$ cat config.mk
export PLATFORM = sky130hd
export DESIGN_NAME = smc_mac_ctrl
export DESIGN_NICKNAME = d
export VERILOG_FILES = /design/src/smc_pkg.sv /design/src/smc_an_timer.sv /design/src/smc_mac_ctrl.sv
export SDC_FILE = /design/constraint.sdc
export NUM_CORES = 1
export LEC_CHECK = 0
export ABC_AREA = 1
export BUFFER_PORTS_ARGS = -buffer_cell sky130_fd_sc_hd__clkbuf_2
export CORE_UTILIZATION = 30
export DETAILED_ROUTE_END_ITERATION = 8
export GPL_ROUTABILITY_DRIVEN = 0
export HOLD_SLACK_MARGIN = 0.06
export PLACE_DENSITY = 0.51
export SLEW_MARGIN = 40
export SYNTH_ARGS = -nofsm -noshare
export SYNTH_HDL_FRONTEND = slang
export SYNTH_SLANG_ARGS = --single-unit
$ cat constraint.sdc
create_clock -name clk_sys -period 8.9 [get_ports clk_sys]
set_clock_uncertainty 0.15 [all_clocks]
set_input_delay 1.78 -clock clk_sys [delete_from_list [all_inputs] [get_ports clk_sys]]
set_output_delay 1.78 -clock clk_sys [all_outputs]
set_load 0.005 [all_outputs]
$ cat src/smc_pkg.sv
package smc_pkg;

	// ****************************************
	// Clock and timing
	// ****************************************
	localparam int CLK_PERIOD_NS = 25;
	localparam real AN_T0_MS = 1.6;
	localparam real AN_T1_US = 2.0;
	localparam real AN_T2_US = 800.0;
	localparam real AN_T3_MS = 11.0;
	localparam int AN_CYC0 = int'(AN_T0_MS * 1.0e6 / CLK_PERIOD_NS);
	localparam int AN_CYC1 = int'(AN_T1_US * 1.0e3 / CLK_PERIOD_NS);
	localparam int AN_CYC2 = int'(AN_T2_US * 1.0e3 / CLK_PERIOD_NS);
	localparam int AN_CYC3 = int'(AN_T3_MS * 1.0e6 / CLK_PERIOD_NS);
	localparam int QUIET_BASE_US = 3100;
	localparam int QUIET_STEP_US = 100;
	localparam int QUIET_BASE_CYC = QUIET_BASE_US * 1000 / CLK_PERIOD_NS;
	localparam int QUIET_STEP_CYC = QUIET_STEP_US * 1000 / CLK_PERIOD_NS;
	localparam int TMR_W = 20;

	// ****************************************
	// Register indices (byte address = 4 * index)
	// ****************************************
	localparam int AV_AW = 13;
	localparam logic [10:0] IDX_CTRL_ONE = 11'h608;
	localparam logic [10:0] IDX_TX_TIMERS = 11'h609;
	localparam logic [10:0] IDX_STATUS = 11'h60A;
	localparam logic [10:0] IDX_QUIET = 11'h60B;
	localparam logic [10:0] IDX_CTRL_TWO = 11'h60C;
	localparam logic [10:0] IDX_FIFO_ERR = 11'h60D;
	localparam logic [10:0] IDX_INT_STATUS = 11'h610;
	localparam logic [10:0] IDX_INT_MASK = 11'h611;

	// ****************************************
	// Reset values
	// ****************************************
	localparam logic [15:0] RST_CTRL_ONE = 16'h007B;
	localparam logic [15:0] RST_TX_TIMERS = 16'h0000;
	localparam logic [3:0] RST_QUIET = 4'h5;
	localparam logic [15:0] RST_CTRL_TWO = 16'h0024;
	localparam logic [2:0] STRAP_SGMII_ON = 3'h0;

	// ****************************************
	// Field positions
	// ****************************************
	localparam int C1_TXERR_DIS = 15;
	localparam int C1_FORCE_EN = 14;
	localparam int C1_IDX_LO = 10;
	localparam int C1_SGMII_EN = 9;
	localparam int C1_RX_POL = 8;
	localparam int C1_TX_POL = 7;
	localparam int C1_TX_ORD_LO = 5;
	localparam int C1_RX_ORD = 4;
	localparam int C1_ALIGN_PKT = 3;
	localparam int C1_AN_TMR_LO = 1;
	localparam int C1_AN_EN = 0;
	localparam int ST_PAGE = 12;
	localparam int ST_LINK = 11;
	localparam int ST_AN_DONE = 10;
	localparam int ST_ALIGN = 9;
	localparam int ST_SYNC = 8;
	localparam int ST_IDX_LO = 4;
	localparam int C2_LOCK_VAL = 8;
	localparam int C2_LOCK_FORCE = 7;
	localparam int C2_RESTART = 6;
	localparam int C2_TX_MID_LO = 3;
	localparam int C2_RX_MID_LO = 0;
	localparam int INT_W = 5;
	localparam int INT_PAGE = 0;
	localparam int INT_AN_DONE = 1;
	localparam int INT_LINK_CHG = 2;
	localparam int INT_FIFO = 3;
	localparam int INT_QUIET = 4;

	typedef enum {AN_OFF, AN_WAIT, AN_SETTLE, AN_DONE} smc_an_e;

endpackage

$ cat src/smc_an_timer.sv
`timescale 1ns/1ps
module smc_an_timer import smc_pkg::*;
#(
	parameter int AN_CYCLES0 = AN_CYC0,
	parameter int AN_CYCLES1 = AN_CYC1,
	parameter int AN_CYCLES2 = AN_CYC2,
	parameter int AN_CYCLES3 = AN_CYC3
)
(
	// Clock and reset
	input wire logic clk_sys,
	input wire logic rst,
	// Control
	input wire logic anEnable,
	input wire logic anRestart,
	input wire logic [1:0] timerSel,
	// Link events
	input wire logic pageIn,
	input wire logic syncOk,
	// Result
	output logic anComplete
);

	smc_an_e state_ff;
	smc_an_e nxt_state;
	logic [TMR_W-1:0] count_ff;
	logic [TMR_W-1:0] nxt_count;

	function automatic logic [TMR_W-1:0] loadValue(input logic [1:0] sel);
		unique case (sel)
			2'h0: loadValue = TMR_W'(AN_CYCLES0 - 1);
			2'h1: loadValue = TMR_W'(AN_CYCLES1 - 1);
			2'h2: loadValue = TMR_W'(AN_CYCLES2 - 1);
			2'h3: loadValue = TMR_W'(AN_CYCLES3 - 1);
		endcase
	endfunction

	always_comb
	begin
		nxt_state = state_ff;
		nxt_count = (count_ff != '0) ? count_ff - 1'b1 : count_ff;
		if (!anEnable)
			nxt_state = AN_OFF; // RL3
		else if (anRestart || state_ff == AN_OFF || (state_ff == AN_DONE && !syncOk))
		begin
			nxt_state = AN_WAIT;
			nxt_count = loadValue(timerSel); // RL2
		end
		else
		begin
			unique case (state_ff)
				AN_WAIT:
					if (pageIn)
					begin
						nxt_state = AN_SETTLE;
						nxt_count = loadValue(timerSel); // RL2
					end
					else if (count_ff == '0)
						nxt_count = loadValue(timerSel);
				AN_SETTLE:
					if (count_ff == '0)
						nxt_state = AN_DONE;
				AN_DONE:
					nxt_state = AN_DONE;
				AN_OFF:
					nxt_state = AN_WAIT;
			endcase
		end
	end

	always_ff @(posedge clk_sys)
	begin
		if (rst)
		begin
			state_ff <= AN_OFF;
			count_ff <= '0;
		end
		else
		begin
			state_ff <= nxt_state;
			count_ff <= nxt_count;
		end
	end

	assign anComplete = (state_ff == AN_DONE);

endmodule

$ cat src/smc_mac_ctrl.sv
// Our own choice: the Avalon-MM interface to the registers.
`timescale 1ns/1ps
// Summary of operation
// [RL1] Bit 9 enables the serial MAC interface; resets to 1 when straps read 000.
// [RL2] Two-bit code picks negotiation timer: 1.6ms, 2us, 800us or 11ms.
// [RL3] Negotiation runs only while enable bit 0 is set; it resets to 1.
// [RL4] Forced-alignment bit selects programmed index in bits 13-10 over search result.
// [RL5] Bit 8 inverts receive polarity, bit 7 transmit polarity; both reset 0.
// [RL6] Receive bit order: 0 gives MSB-first, 1 LSB-first; resets to 1.
// [RL7] Packet-alignment bit holds transmit packet start for the even code slot.
// [RL8] EEE control bit 0 enables support mode for a MAC without serial EEE.
// [RL9] Receive quiet timer is 3100 plus 100 times code microseconds; code resets 5.
// [RL10] Page-received bit 12 sets on a new page, clears when read.
// [RL11] Status bit 11 shows link up, bit 10 negotiation complete.
// [RL12] Word-boundary align, sync and index appear as read-only status bits.
// [RL13] Lock-override bit 7 substitutes bit 8 for the recovered lock.
// [RL14] Writing 1 to bit 6 restarts negotiation; writing 0 does nothing.
// [RL15] Two three-bit FIFO mid-level thresholds, each resetting to 4.
// [RL16] Hardware-set flags report receive and transmit FIFO full and empty errors.
// [RL17] Bit 15 suppresses transmit error signalling; resets to 0.
// [RL18] Restart bit clears itself one clock after it is set, at the same edge that negotiation restarts.
module smc_mac_ctrl import smc_pkg::*;
#(
	parameter int AN_CYCLES0 = AN_CYC0,
	parameter int AN_CYCLES2 = AN_CYC2,
	parameter int AN_CYCLES3 = AN_CYC3,
	parameter int QUIET_BASE_CYCLES = QUIET_BASE_CYC,
	parameter int QUIET_STEP_CYCLES = QUIET_STEP_CYC
)
(
	// Clock and reset
	input wire logic clk_sys,
	input wire logic rst,
	// Avalon-MM slave
	input wire logic [AV_AW-1:0] avsAddress,
	input wire logic avsRead,
	input wire logic avsWrite,
	input wire logic [31:0] avsWriteData,
	input wire logic [3:0] avsByteEnable,
	output logic [31:0] avsReadData,
	output logic avsWaitRequest,
	// Straps
	input wire logic [2:0] rxDataStrap,
	// Datapath status
	input wire logic wbAligned,
	input wire logic wbSynced,
	input wire logic [3:0] wbIdx,
	input wire logic cdrLockRaw,
	input wire logic anPageIn,
	input wire logic rxLpiActive,
	input wire logic rxFifoOverErr,
	input wire logic rxFifoUnderErr,
	input wire logic txFifoOverErr,
	input wire logic txFifoUnderErr,
	input wire logic txPktReady,
	input wire logic txEvenSlot,
	// Datapath control
	output logic sgmiiEnable,
	output logic rxPolInvert,
	output logic txPolInvert,
	output logic rxLsbFirst,
	output logic [1:0] txBitOrder,
	output logic [3:0] alignIdx,
	output logic anEnable,
	output logic anRestart,
	output logic serialLinkUp,
	output logic cdrLock,
	output logic eeeNonEeeMode,
	output logic [4:0] txTrTimer,
	output logic [4:0] txTqTimer,
	output logic [4:0] txTsTimer,
	output logic rxQuietExpired,
	output logic txErrSuppress,
	output logic [2:0] txFifoMidLevel,
	output logic [2:0] rxFifoMidLevel,
	output logic txPktLaunch,
	// Interrupt
	output logic irq
);

	// ****************************************
	// Bus slave
	// ****************************************
	logic reqDone_ff;
	logic [31:0] rdData_ff;
	logic [15:0] ctrlOne_ff;
	logic [15:0] txTimers_ff;
	logic [3:0] quietCode_ff;
	logic [15:0] ctrlTwo_ff;
	logic pageRx_ff;
	logic [3:0] fifoErr_ff;
	logic [INT_W-1:0] intStatus_ff;
	logic [INT_W-1:0] intMask_ff;
	logic anComplete;
	logic linkUpRaw;
	logic linkUp_ff;
	logic anDone_ff;
	logic quietRun_ff;
	logic quietExp_ff;
	logic [TMR_W-1:0] quietCnt_ff;
	logic [10:0] regIdx;
	logic wrAcc;
	logic rdAcc;
	logic [15:0] statusWord;
	logic [INT_W-1:0] intEvents;

	assign regIdx = avsAddress[AV_AW-1:2];
	// One wait state lets read data come from a flop
	assign avsWaitRequest = (avsRead | avsWrite) & ~reqDone_ff;
	assign wrAcc = avsWrite & reqDone_ff;
	assign rdAcc = avsRead & reqDone_ff;
	assign avsReadData = rdData_ff;

	function automatic logic [15:0] beMerge(input logic [15:0] old, input logic [15:0] wd,
		input logic [1:0] be);
		beMerge = {be[1] ? wd[15:8] : old[15:8], be[0] ? wd[7:0] : old[7:0]};
	endfunction

	function automatic logic [TMR_W-1:0] quietLoad(input logic [3:0] code);
		quietLoad = TMR_W'(QUIET_BASE_CYCLES + int'(code) * QUIET_STEP_CYCLES - 1); // RL9
	endfunction

	assign statusWord = {3'h0, pageRx_ff, linkUp_ff, anDone_ff, wbAligned, wbSynced,
		wbIdx, 4'h0}; // RL12

	always_ff @(posedge clk_sys)
	begin
		if (rst)
			reqDone_ff <= 1'b0;
		else
			reqDone_ff <= (avsRead | avsWrite) & ~reqDone_ff;
	end

	always_ff @(posedge clk_sys)
	begin
		if (rst)
			rdData_ff <= 32'h0000_0000;
		else if (avsRead && !reqDone_ff)
		begin
			unique case (regIdx)
				IDX_CTRL_ONE: rdData_ff <= {16'h0000, ctrlOne_ff};
				IDX_TX_TIMERS: rdData_ff <= {16'h0000, txTimers_ff};
				IDX_STATUS: rdData_ff <= {16'h0000, statusWord};
				IDX_QUIET: rdData_ff <= {28'h000_0000, quietCode_ff};
				IDX_CTRL_TWO: rdData_ff <= {16'h0000, ctrlTwo_ff};
				IDX_FIFO_ERR: rdData_ff <= {28'h000_0000, fifoErr_ff};
				IDX_INT_STATUS: rdData_ff <= {27'h000_0000, intStatus_ff};
				IDX_INT_MASK: rdData_ff <= {27'h000_0000, intMask_ff};
				default: rdData_ff <= 32'h0000_0000;
			endcase
		end
	end

	// ****************************************
	// Control registers
	// ****************************************
	always_ff @(posedge clk_sys)
	begin
		if (rst)
		begin
			ctrlOne_ff <= RST_CTRL_ONE;
			ctrlOne_ff[C1_SGMII_EN] <= (rxDataStrap == STRAP_SGMII_ON); // RL1
		end
		else if (wrAcc && regIdx == IDX_CTRL_ONE)
			ctrlOne_ff <= beMerge(ctrlOne_ff, avsWriteData[15:0], avsByteEnable[1:0]);
	end

	always_ff @(posedge clk_sys)
	begin
		if (rst)
			txTimers_ff <= RST_TX_TIMERS;
		else if (wrAcc && regIdx == IDX_TX_TIMERS)
			txTimers_ff <= beMerge(txTimers_ff, avsWriteData[15:0], avsByteEnable[1:0]);
	end

	always_ff @(posedge clk_sys)
	begin
		if (rst)
			quietCode_ff <= RST_QUIET; // RL9
		else if (wrAcc && regIdx == IDX_QUIET && avsByteEnable[0])
			quietCode_ff <= avsWriteData[3:0];
	end

	// Restart bit: write-1-to-set, hardware clear one clock later unless IDX_CTRL_TWO is written again
	always_ff @(posedge clk_sys)
	begin
		if (rst)
			ctrlTwo_ff <= RST_CTRL_TWO; // RL15
		else if (wrAcc && regIdx == IDX_CTRL_TWO)
		begin
			if (avsByteEnable[1])
				ctrlTwo_ff[C2_LOCK_VAL] <= avsWriteData[C2_LOCK_VAL];
			if (avsByteEnable[0])
			begin
				ctrlTwo_ff[C2_LOCK_FORCE:0] <= avsWriteData[C2_LOCK_FORCE:0];
				ctrlTwo_ff[C2_RESTART] <= avsWriteData[C2_RESTART]; // RL14
			end
		end
		else
			ctrlTwo_ff[C2_RESTART] <= 1'b0; // RL18
	end

	always_ff @(posedge clk_sys)
	begin
		if (rst)
			intMask_ff <= '0;
		else if (wrAcc && regIdx == IDX_INT_MASK && avsByteEnable[0])
			intMask_ff <= avsWriteData[INT_W-1:0];
	end

	// ****************************************
	// Hardware-set flags
	// ****************************************
	// Only bits that the captured read returned are cleared, so no event is lost
	always_ff @(posedge clk_sys)
	begin
		if (rst)
			pageRx_ff <= 1'b0;
		else
			pageRx_ff <= anPageIn |
				(pageRx_ff & ~(rdAcc && regIdx == IDX_STATUS && rdData_ff[ST_PAGE])); // RL10
	end

	always_ff @(posedge clk_sys)
	begin
		if (rst)
			fifoErr_ff <= 4'h0;
		else
			fifoErr_ff <= {rxFifoOverErr, rxFifoUnderErr, txFifoOverErr, txFifoUnderErr} |
				(fifoErr_ff & ~({4{rdAcc && regIdx == IDX_FIFO_ERR}} & rdData_ff[3:0])); // RL16
	end

	assign intEvents = {
		quietRun_ff && quietCnt_ff == '0 && !quietExp_ff,
		|{rxFifoOverErr, rxFifoUnderErr, txFifoOverErr, txFifoUnderErr},
		linkUpRaw != linkUp_ff,
		anComplete && !anDone_ff,
		anPageIn
	};

	always_ff @(posedge clk_sys)
	begin
		if (rst)
			intStatus_ff <= '0;
		else
			intStatus_ff <= intEvents | (intStatus_ff &
				~({INT_W{rdAcc && regIdx == IDX_INT_STATUS}} & rdData_ff[INT_W-1:0]));
	end

	assign irq = |(intStatus_ff & intMask_ff);

	// ****************************************
	// Negotiation and link state
	// ****************************************
	smc_an_timer #(
		.AN_CYCLES0(AN_CYCLES0),
		.AN_CYCLES1(AN_CYC1),
		.AN_CYCLES2(AN_CYCLES2),
		.AN_CYCLES3(AN_CYCLES3)
	) smc_an_timer_i (
		.clk_sys(clk_sys),
		.rst(rst),
		.anEnable(ctrlOne_ff[C1_AN_EN]),
		.anRestart(ctrlTwo_ff[C2_RESTART]),
		.timerSel(ctrlOne_ff[C1_AN_TMR_LO+:2]),
		.pageIn(anPageIn),
		.syncOk(wbSynced),
		.anComplete(anComplete)
	);

	assign linkUpRaw = ctrlOne_ff[C1_SGMII_EN] & wbSynced & cdrLock &
		(anComplete | ~ctrlOne_ff[C1_AN_EN]);

	always_ff @(posedge clk_sys)
	begin
		if (rst)
		begin
			linkUp_ff <= 1'b0;
			anDone_ff <= 1'b0;
			cdrLock <= 1'b0;
			alignIdx <= 4'h0;
		end
		else
		begin
			linkUp_ff <= linkUpRaw; // RL11
			anDone_ff <= anComplete; // RL11
			cdrLock <= ctrlTwo_ff[C2_LOCK_FORCE] ? ctrlTwo_ff[C2_LOCK_VAL] : cdrLockRaw; // RL13
			alignIdx <= ctrlOne_ff[C1_FORCE_EN] ? ctrlOne_ff[C1_IDX_LO+:4] : wbIdx; // RL4
		end
	end

	// ****************************************
	// Receive quiet timer
	// ****************************************
	always_ff @(posedge clk_sys)
	begin
		if (rst || !rxLpiActive)
		begin
			quietRun_ff <= 1'b0;
			quietCnt_ff <= '0;
			quietExp_ff <= 1'b0;
		end
		else if (!quietRun_ff)
		begin
			quietRun_ff <= 1'b1;
			quietCnt_ff <= quietLoad(quietCode_ff); // RL9
		end
		else if (quietCnt_ff != '0)
			quietCnt_ff <= quietCnt_ff - 1'b1;
		else
			quietExp_ff <= 1'b1;
	end

	// ****************************************
	// Outputs
	// ****************************************
	assign sgmiiEnable = ctrlOne_ff[C1_SGMII_EN]; // RL1
	assign rxPolInvert = ctrlOne_ff[C1_RX_POL]; // RL5
	assign txPolInvert = ctrlOne_ff[C1_TX_POL]; // RL5
	assign rxLsbFirst = ctrlOne_ff[C1_RX_ORD]; // RL6
	assign txBitOrder = ctrlOne_ff[C1_TX_ORD_LO+:2];
	assign anEnable = ctrlOne_ff[C1_AN_EN]; // RL3
	assign anRestart = ctrlTwo_ff[C2_RESTART];
	assign serialLinkUp = linkUp_ff;
	assign eeeNonEeeMode = txTimers_ff[0]; // RL8
	assign txTrTimer = txTimers_ff[15:11];
	assign txTqTimer = txTimers_ff[10:6];
	assign txTsTimer = txTimers_ff[5:1];
	assign rxQuietExpired = quietExp_ff;
	assign txErrSuppress = ctrlOne_ff[C1_TXERR_DIS]; // RL17
	assign txFifoMidLevel = ctrlTwo_ff[C2_TX_MID_LO+:3]; // RL15
	assign rxFifoMidLevel = ctrlTwo_ff[C2_RX_MID_LO+:3]; // RL15
	assign txPktLaunch = txPktReady & (txEvenSlot | ~ctrlOne_ff[C1_ALIGN_PKT]); // RL7
endmodule

After elaboration in Yosys (flattened, before gate mapping)
Index checks and enable logic that the tools add are counted.

Bitwise gates (word level): 27. Equal/unequal tests: 21. Multipliers: 1. Muxes and demuxes: 21. Add/subtract/negate cells: 4. Reductions and logical operators: 49.

Operators with widths (number): $mux W20 (8); $pmux W16 S8 (1); $pmux W32 S4 (1); $eq A11 B11 Y1 const B (8); $pmux W20 S4 (1); $eq A32 B2 Y1 const B (2); $logic_not A32 Y1 (2); $mux W32 (2); $logic_not A20 Y1 (2); $reduce_bool A20 Y1 (2); $sub A20 B1 Y20 const B (2); $eq A32 B1 Y1 const B (1); $eq A32 B3 Y1 const B (1); $mux W10 (2); $reduce_and A2 Y1 (10); $sub A18 B1 Y19 const B (1); $add A17 B16 Y18 const A (1); $logic_and A1 B1 Y1 (16); $and A5 B5 Y5 (3); $mul A4 B7 Y11 const B (1); $and A1 B1 Y1 (8); $and A4 B4 Y4 (2); $mux W8 (1); $not A1 Y1 (6); other kinds (24) (39).

Bits of input ports: 71. Output and inout bits: 73. Logic and storage cells: 148. Bits in registers: 174.

Logic depth before layout (Yosys ltp)
Word-level depth: 7. Depth in mapped cells: 18. Mapped depth without buffers: 18.

By module
A second synthesis with hierarchy kept.

Cells, all modules: 1069. Area, all modules: 7524.7 µm².

Modules (own cells, without submodules): smc_mac_ctrl (seq. area each 2132.0 µm², area an instance 5970.7 µm², times used 1, cells an instance 844); smc_an_timer (seq. area each 440.4 µm², area an instance 1554.0 µm², times used 1, cells an instance 225).

Worst setup path after synthesis
No wires, ideal clock.

Path type: input-to-output. Start: input port txEvenSlot. End: output port txPktLaunch. Cell stages on the path: 1. Required time: 6.970 ns. Path buffers: 0. Arrival: 1.952 ns. Setup slack: 5.018 ns. Cell sequence: o21a_1.

Cells in the longest elaborated chain, start to end: 2.

RTL lines: start: declaration (line smc_mac_ctrl.sv:56) `input wire logic txEvenSlot,`; $or A1 B1 Y1 (line smc_mac_ctrl.sv:333) `assign txPktLaunch = txPktReady & (txEvenSlot | ~ctrlOne_ff[C1_ALIGN_PKT]);`; $and A1 B1 Y1 (line smc_mac_ctrl.sv:333); end: declaration (line smc_mac_ctrl.sv:76) `output logic txPktLaunch,`.

No other way between the ends.

Worst setup path in the final report
Start: input port avsRead. End: output port avsWaitRequest.

Cells in the longest elaborated chain, start to end: 2.

RTL lines: start: declaration (line smc_mac_ctrl.sv:36) `input wire logic avsRead,`; $or A1 B1 Y1 (line smc_mac_ctrl.sv:109) `assign avsWaitRequest = (avsRead | avsWrite) & ~reqDone_ff;`; $and A1 B1 Y1 (line smc_mac_ctrl.sv:109); end: declaration (line smc_mac_ctrl.sv:41) `output logic avsWaitRequest,`.

No other way between the ends.

==> key figures <==
Hold path
  – Hold Crit Class: reg2reg
  – Hold path cells: 2

Detailed routing
  – Post-detailed-route wirelength per cell: 14.65 um
  – Initial DRC Count: 289
  – DRC: 0
  – ANT nets after route: 0
  – DR pass1 iterations: 5
  – Via-to-Cell Ratio: 4.677
  – WL final: 21.25 mm
  – Vias: 6787

Synthesis
  – Mux cell area share after synthesis: 0
  – Primary FF master, synth: dfxtp_1
  – Largest family of logic cells by synthesized area: simple AND/OR/NAND/NOR gates
  – Cells after Synth: 1025
  – Synth Area in Adders: 0.06009
  – Sequential area share after synthesis: 0.3510
  – Area leader, netlist: dfxtp_1
  – Mapped Area: 7330 um^2
  – Mapped Avg Cell Area: 7.151 um^2
  – XOR/XNOR Fraction of Synth Area: 0.02270
  – Dominant cells by area after synthesis: dfxtp_1, nand2_1, inv_1
  – Syn. warnings: 0
  – Seq cells post-synth: 128
  – Compound-Gate Fraction of Synth Area: 0.1780
  – Distinct cells, synth: 59
  – Share of the synthesized area in the top cell type: 0.3469
  – Post-synthesis simple-gate area fraction: 0.2636
  – Asr flop ratio synth: 0
  – Post-synth EDFFs: 1

Timing
  – Fmax: 242.8 MHz
  – Min setup slack post-route: 4.781 ns
  – RSZ-0062 raised after global routing: false
  – Sum Neg Setup Slack: 0 ns
  – Count of final max-slew check failures: 0
  – Hold Vio Cnt, Final: 0
  – Final setup vio count: 0
  – Final Critical Period: 4.119 ns
  – Worst-Margin Slew: 0.6461 ns
  – Slew headroom: 0.5680
  – Period utilization: 0.4628

Job
  – Max cap viols: 0

Clock tree
  – Clock tree from TritonCTS: yes
  – Cts hold-fix bufs: 0
  – CTS Root Buffer Type: clkbuf_16
  – Post CTS Setup Buffer Count: 0
  – Sink Count: 128
  – Clk_lat worst skew: 0.42 ns
  – CTS clk-pin slew, worst paths: 0.06 ns
  – Clock H-tree levels: 4
  – Num CTS Buffers: 17
  – Post-CTS sizing: 0
  – Clk buf depth: 2

Layout
  – Register area: 2572 um^2
  – Fillers: 2613
  – Layout cells sized above 1: 0.1696
  – Area grow syn2layout: 17.39%
  – Area of the multi-input gates: 3906 um^2
  – Antenna cells: 0
  – Layout net count: 1221
  – Core Util, Final: 0.3633

Global route
  – Initial antenna violation count: 0
  – Largest net degree at the start of global routing: 50
  – GR Util All Layers: 0.1785
  – Grt total ovfl: 0
  – Vias in the first global route: 6562
  – First-pass GRT wire length: 34.29 mm

Pwr
  – Total power: 1.420 mW
  – Static Leak: 3.784 nW
  – Max VDD drop: 0.0001349 V
  – Pwr per Cell Area: 165.0 nW/um^2

Worst setup path
  – WP data arrival: 2.19 ns
  – R2R depth: 14
  – CP max FO: 3
  – WP data required: 6.97 ns
  – Worst Setup End Kind: output pin
  – Crit path launch type: input pin
  – CP Class: in2out

Die
  – IO Count: 144
  – Starting Density: 0.3095
  – Die W: 158.3 um
  – Height of the die: 158.3 um
  – Die area: 25060 um^2
  – Num rows: 56
  – Core outline area: 23680 um^2

Place
  – Worst slack, placed: 4.602 ns
  – Hpwl dp: 16.25 mm
  – PortBufs: 107

Outcome
  – Status: completed
==> cell families (layout without fill, tap and decap cells) <==
kind of cell    after synthesis  count (layout)
compound gates              231             231
xor+xnor                     19              19
fa+ha+maj                    31              31
buf+inv                     209             301
flops                       128             128
other cells                   1              16
simple gates                406             406
==> path summary, 6_finish.rpt <==
check	slack [ns]	endpoint	from
setup reg to reg	5.43	quietCnt_ff[17]	quietCode_ff[2]
hold / removal	0.31	ctrlOne_ff[3]	ctrlOne_ff[3]
hold reg to reg	0.31	ctrlOne_ff[3]	ctrlOne_ff[3]
setup / recovery	4.78	avsWaitRequest	avsRead
==> flip-flops by register name (all words and copies together) (netlist names), 5 cells and up <==
name / flops
smc_an_timer_i.count_ff: 20
ctrlTwo_ff: 9
avsReadData: 16
intStatus_ff: 5
intMask_ff: 5
ctrlOne_ff: 16
txTimers_ff: 16
quietCnt_ff: 20
==> layout make-up <==
| class | count | area share |
|---|---|---|
| clock buffer | 23 | 0.05671 |
| clock inverter | 9 | 0.009743 |
| inverter | 159 | 0.06936 |
| multi-input combinational | 703 | 0.4540 |
| sequential | 128 | 0.2990 |
| tap | 319 | 0.04639 |
| timing repair buffer | 110 | 0.06485 |
==> stage by stage <==
stage / hold WS (ns) / instances / area, um^2
after floorplan: 0.2762 / 1040 / 7386
after global placement: 0.2901 / 1419 / 8030
after detailed placement: 0.2942 / 1419 / 8033
after CTS: 0.3097 / 1451 / 8605
after global routing: 0.3378 / 1451 / 8605
final: 0.3122 / 1451 / 8605
==> report_power, final <==
group          total (mW)  switching, mW  internal [mW]  leakage [nW]
clock network       0.671          0.259          0.412         0.271
logic               0.148         0.0976         0.0505          2.47
registers           0.601         0.0123          0.588          1.04
==> routing by layer <==
metal  vias to the layer above  routed length [um]  GRT usage
met5                         -                   0          0
met4                         0                 316    0.05495
met3                        28                1097    0.04382
met2                       146                9581     0.2903
met1                      3071               10260     0.2316
li1                       3542                   -          -
==> critical path, stage by stage <==
cell and delay, ns:
clkbuf_2 0.10, nor2_1 0.13, nor2_1 0.06, clkbuf_2 0.11
==> cells in the mapped netlist, drive strengths merged (2+ instances only) <==
library cell / count
xor2: 15
clkbuf: 16
or2: 5
o22ai: 16
nand3b: 5
o31ai: 2
o211ai: 7
fa: 7
nor3: 20
ha: 24
dfxtp: 127
a221oi: 2
inv: 156
a211oi: 6
a21oi: 102
and3: 2
o221ai: 2
xnor2: 4
nor4: 6
a31oi: 8
o21ai: 75
nor2: 107
nand2: 173
a2111oi: 2
nand4: 17
o2111ai: 2
clkinv: 3
buf: 34
nand3: 68
==> layout by cell type (no fill, tap or decap), types with 5 or more instances in the layout <==
cell type,Yosys,routed
inv_1,150,150
nand4_1,17,17
conb_1,1,16
ha_1,24,24
xor2_1,15,15
nor2_1,92,91
o22ai_1,16,16
a211oi_1,6,6
dfxtp_1,127,127
a31oi_1,7,7
a21oi_1,99,99
nand3_1,61,61
nand3_2,5,5
inv_2,6,6
clkbuf_2,0,107
nand2_1,168,168
nand3b_1,5,5
nor2_2,11,12
nor4_1,5,5
o21ai_0,72,72
fa_1,7,7
clkbuf_16,0,17
nor3_1,14,14
o211ai_1,7,7
Note: power is estimated with default switching activity, not from simulation.
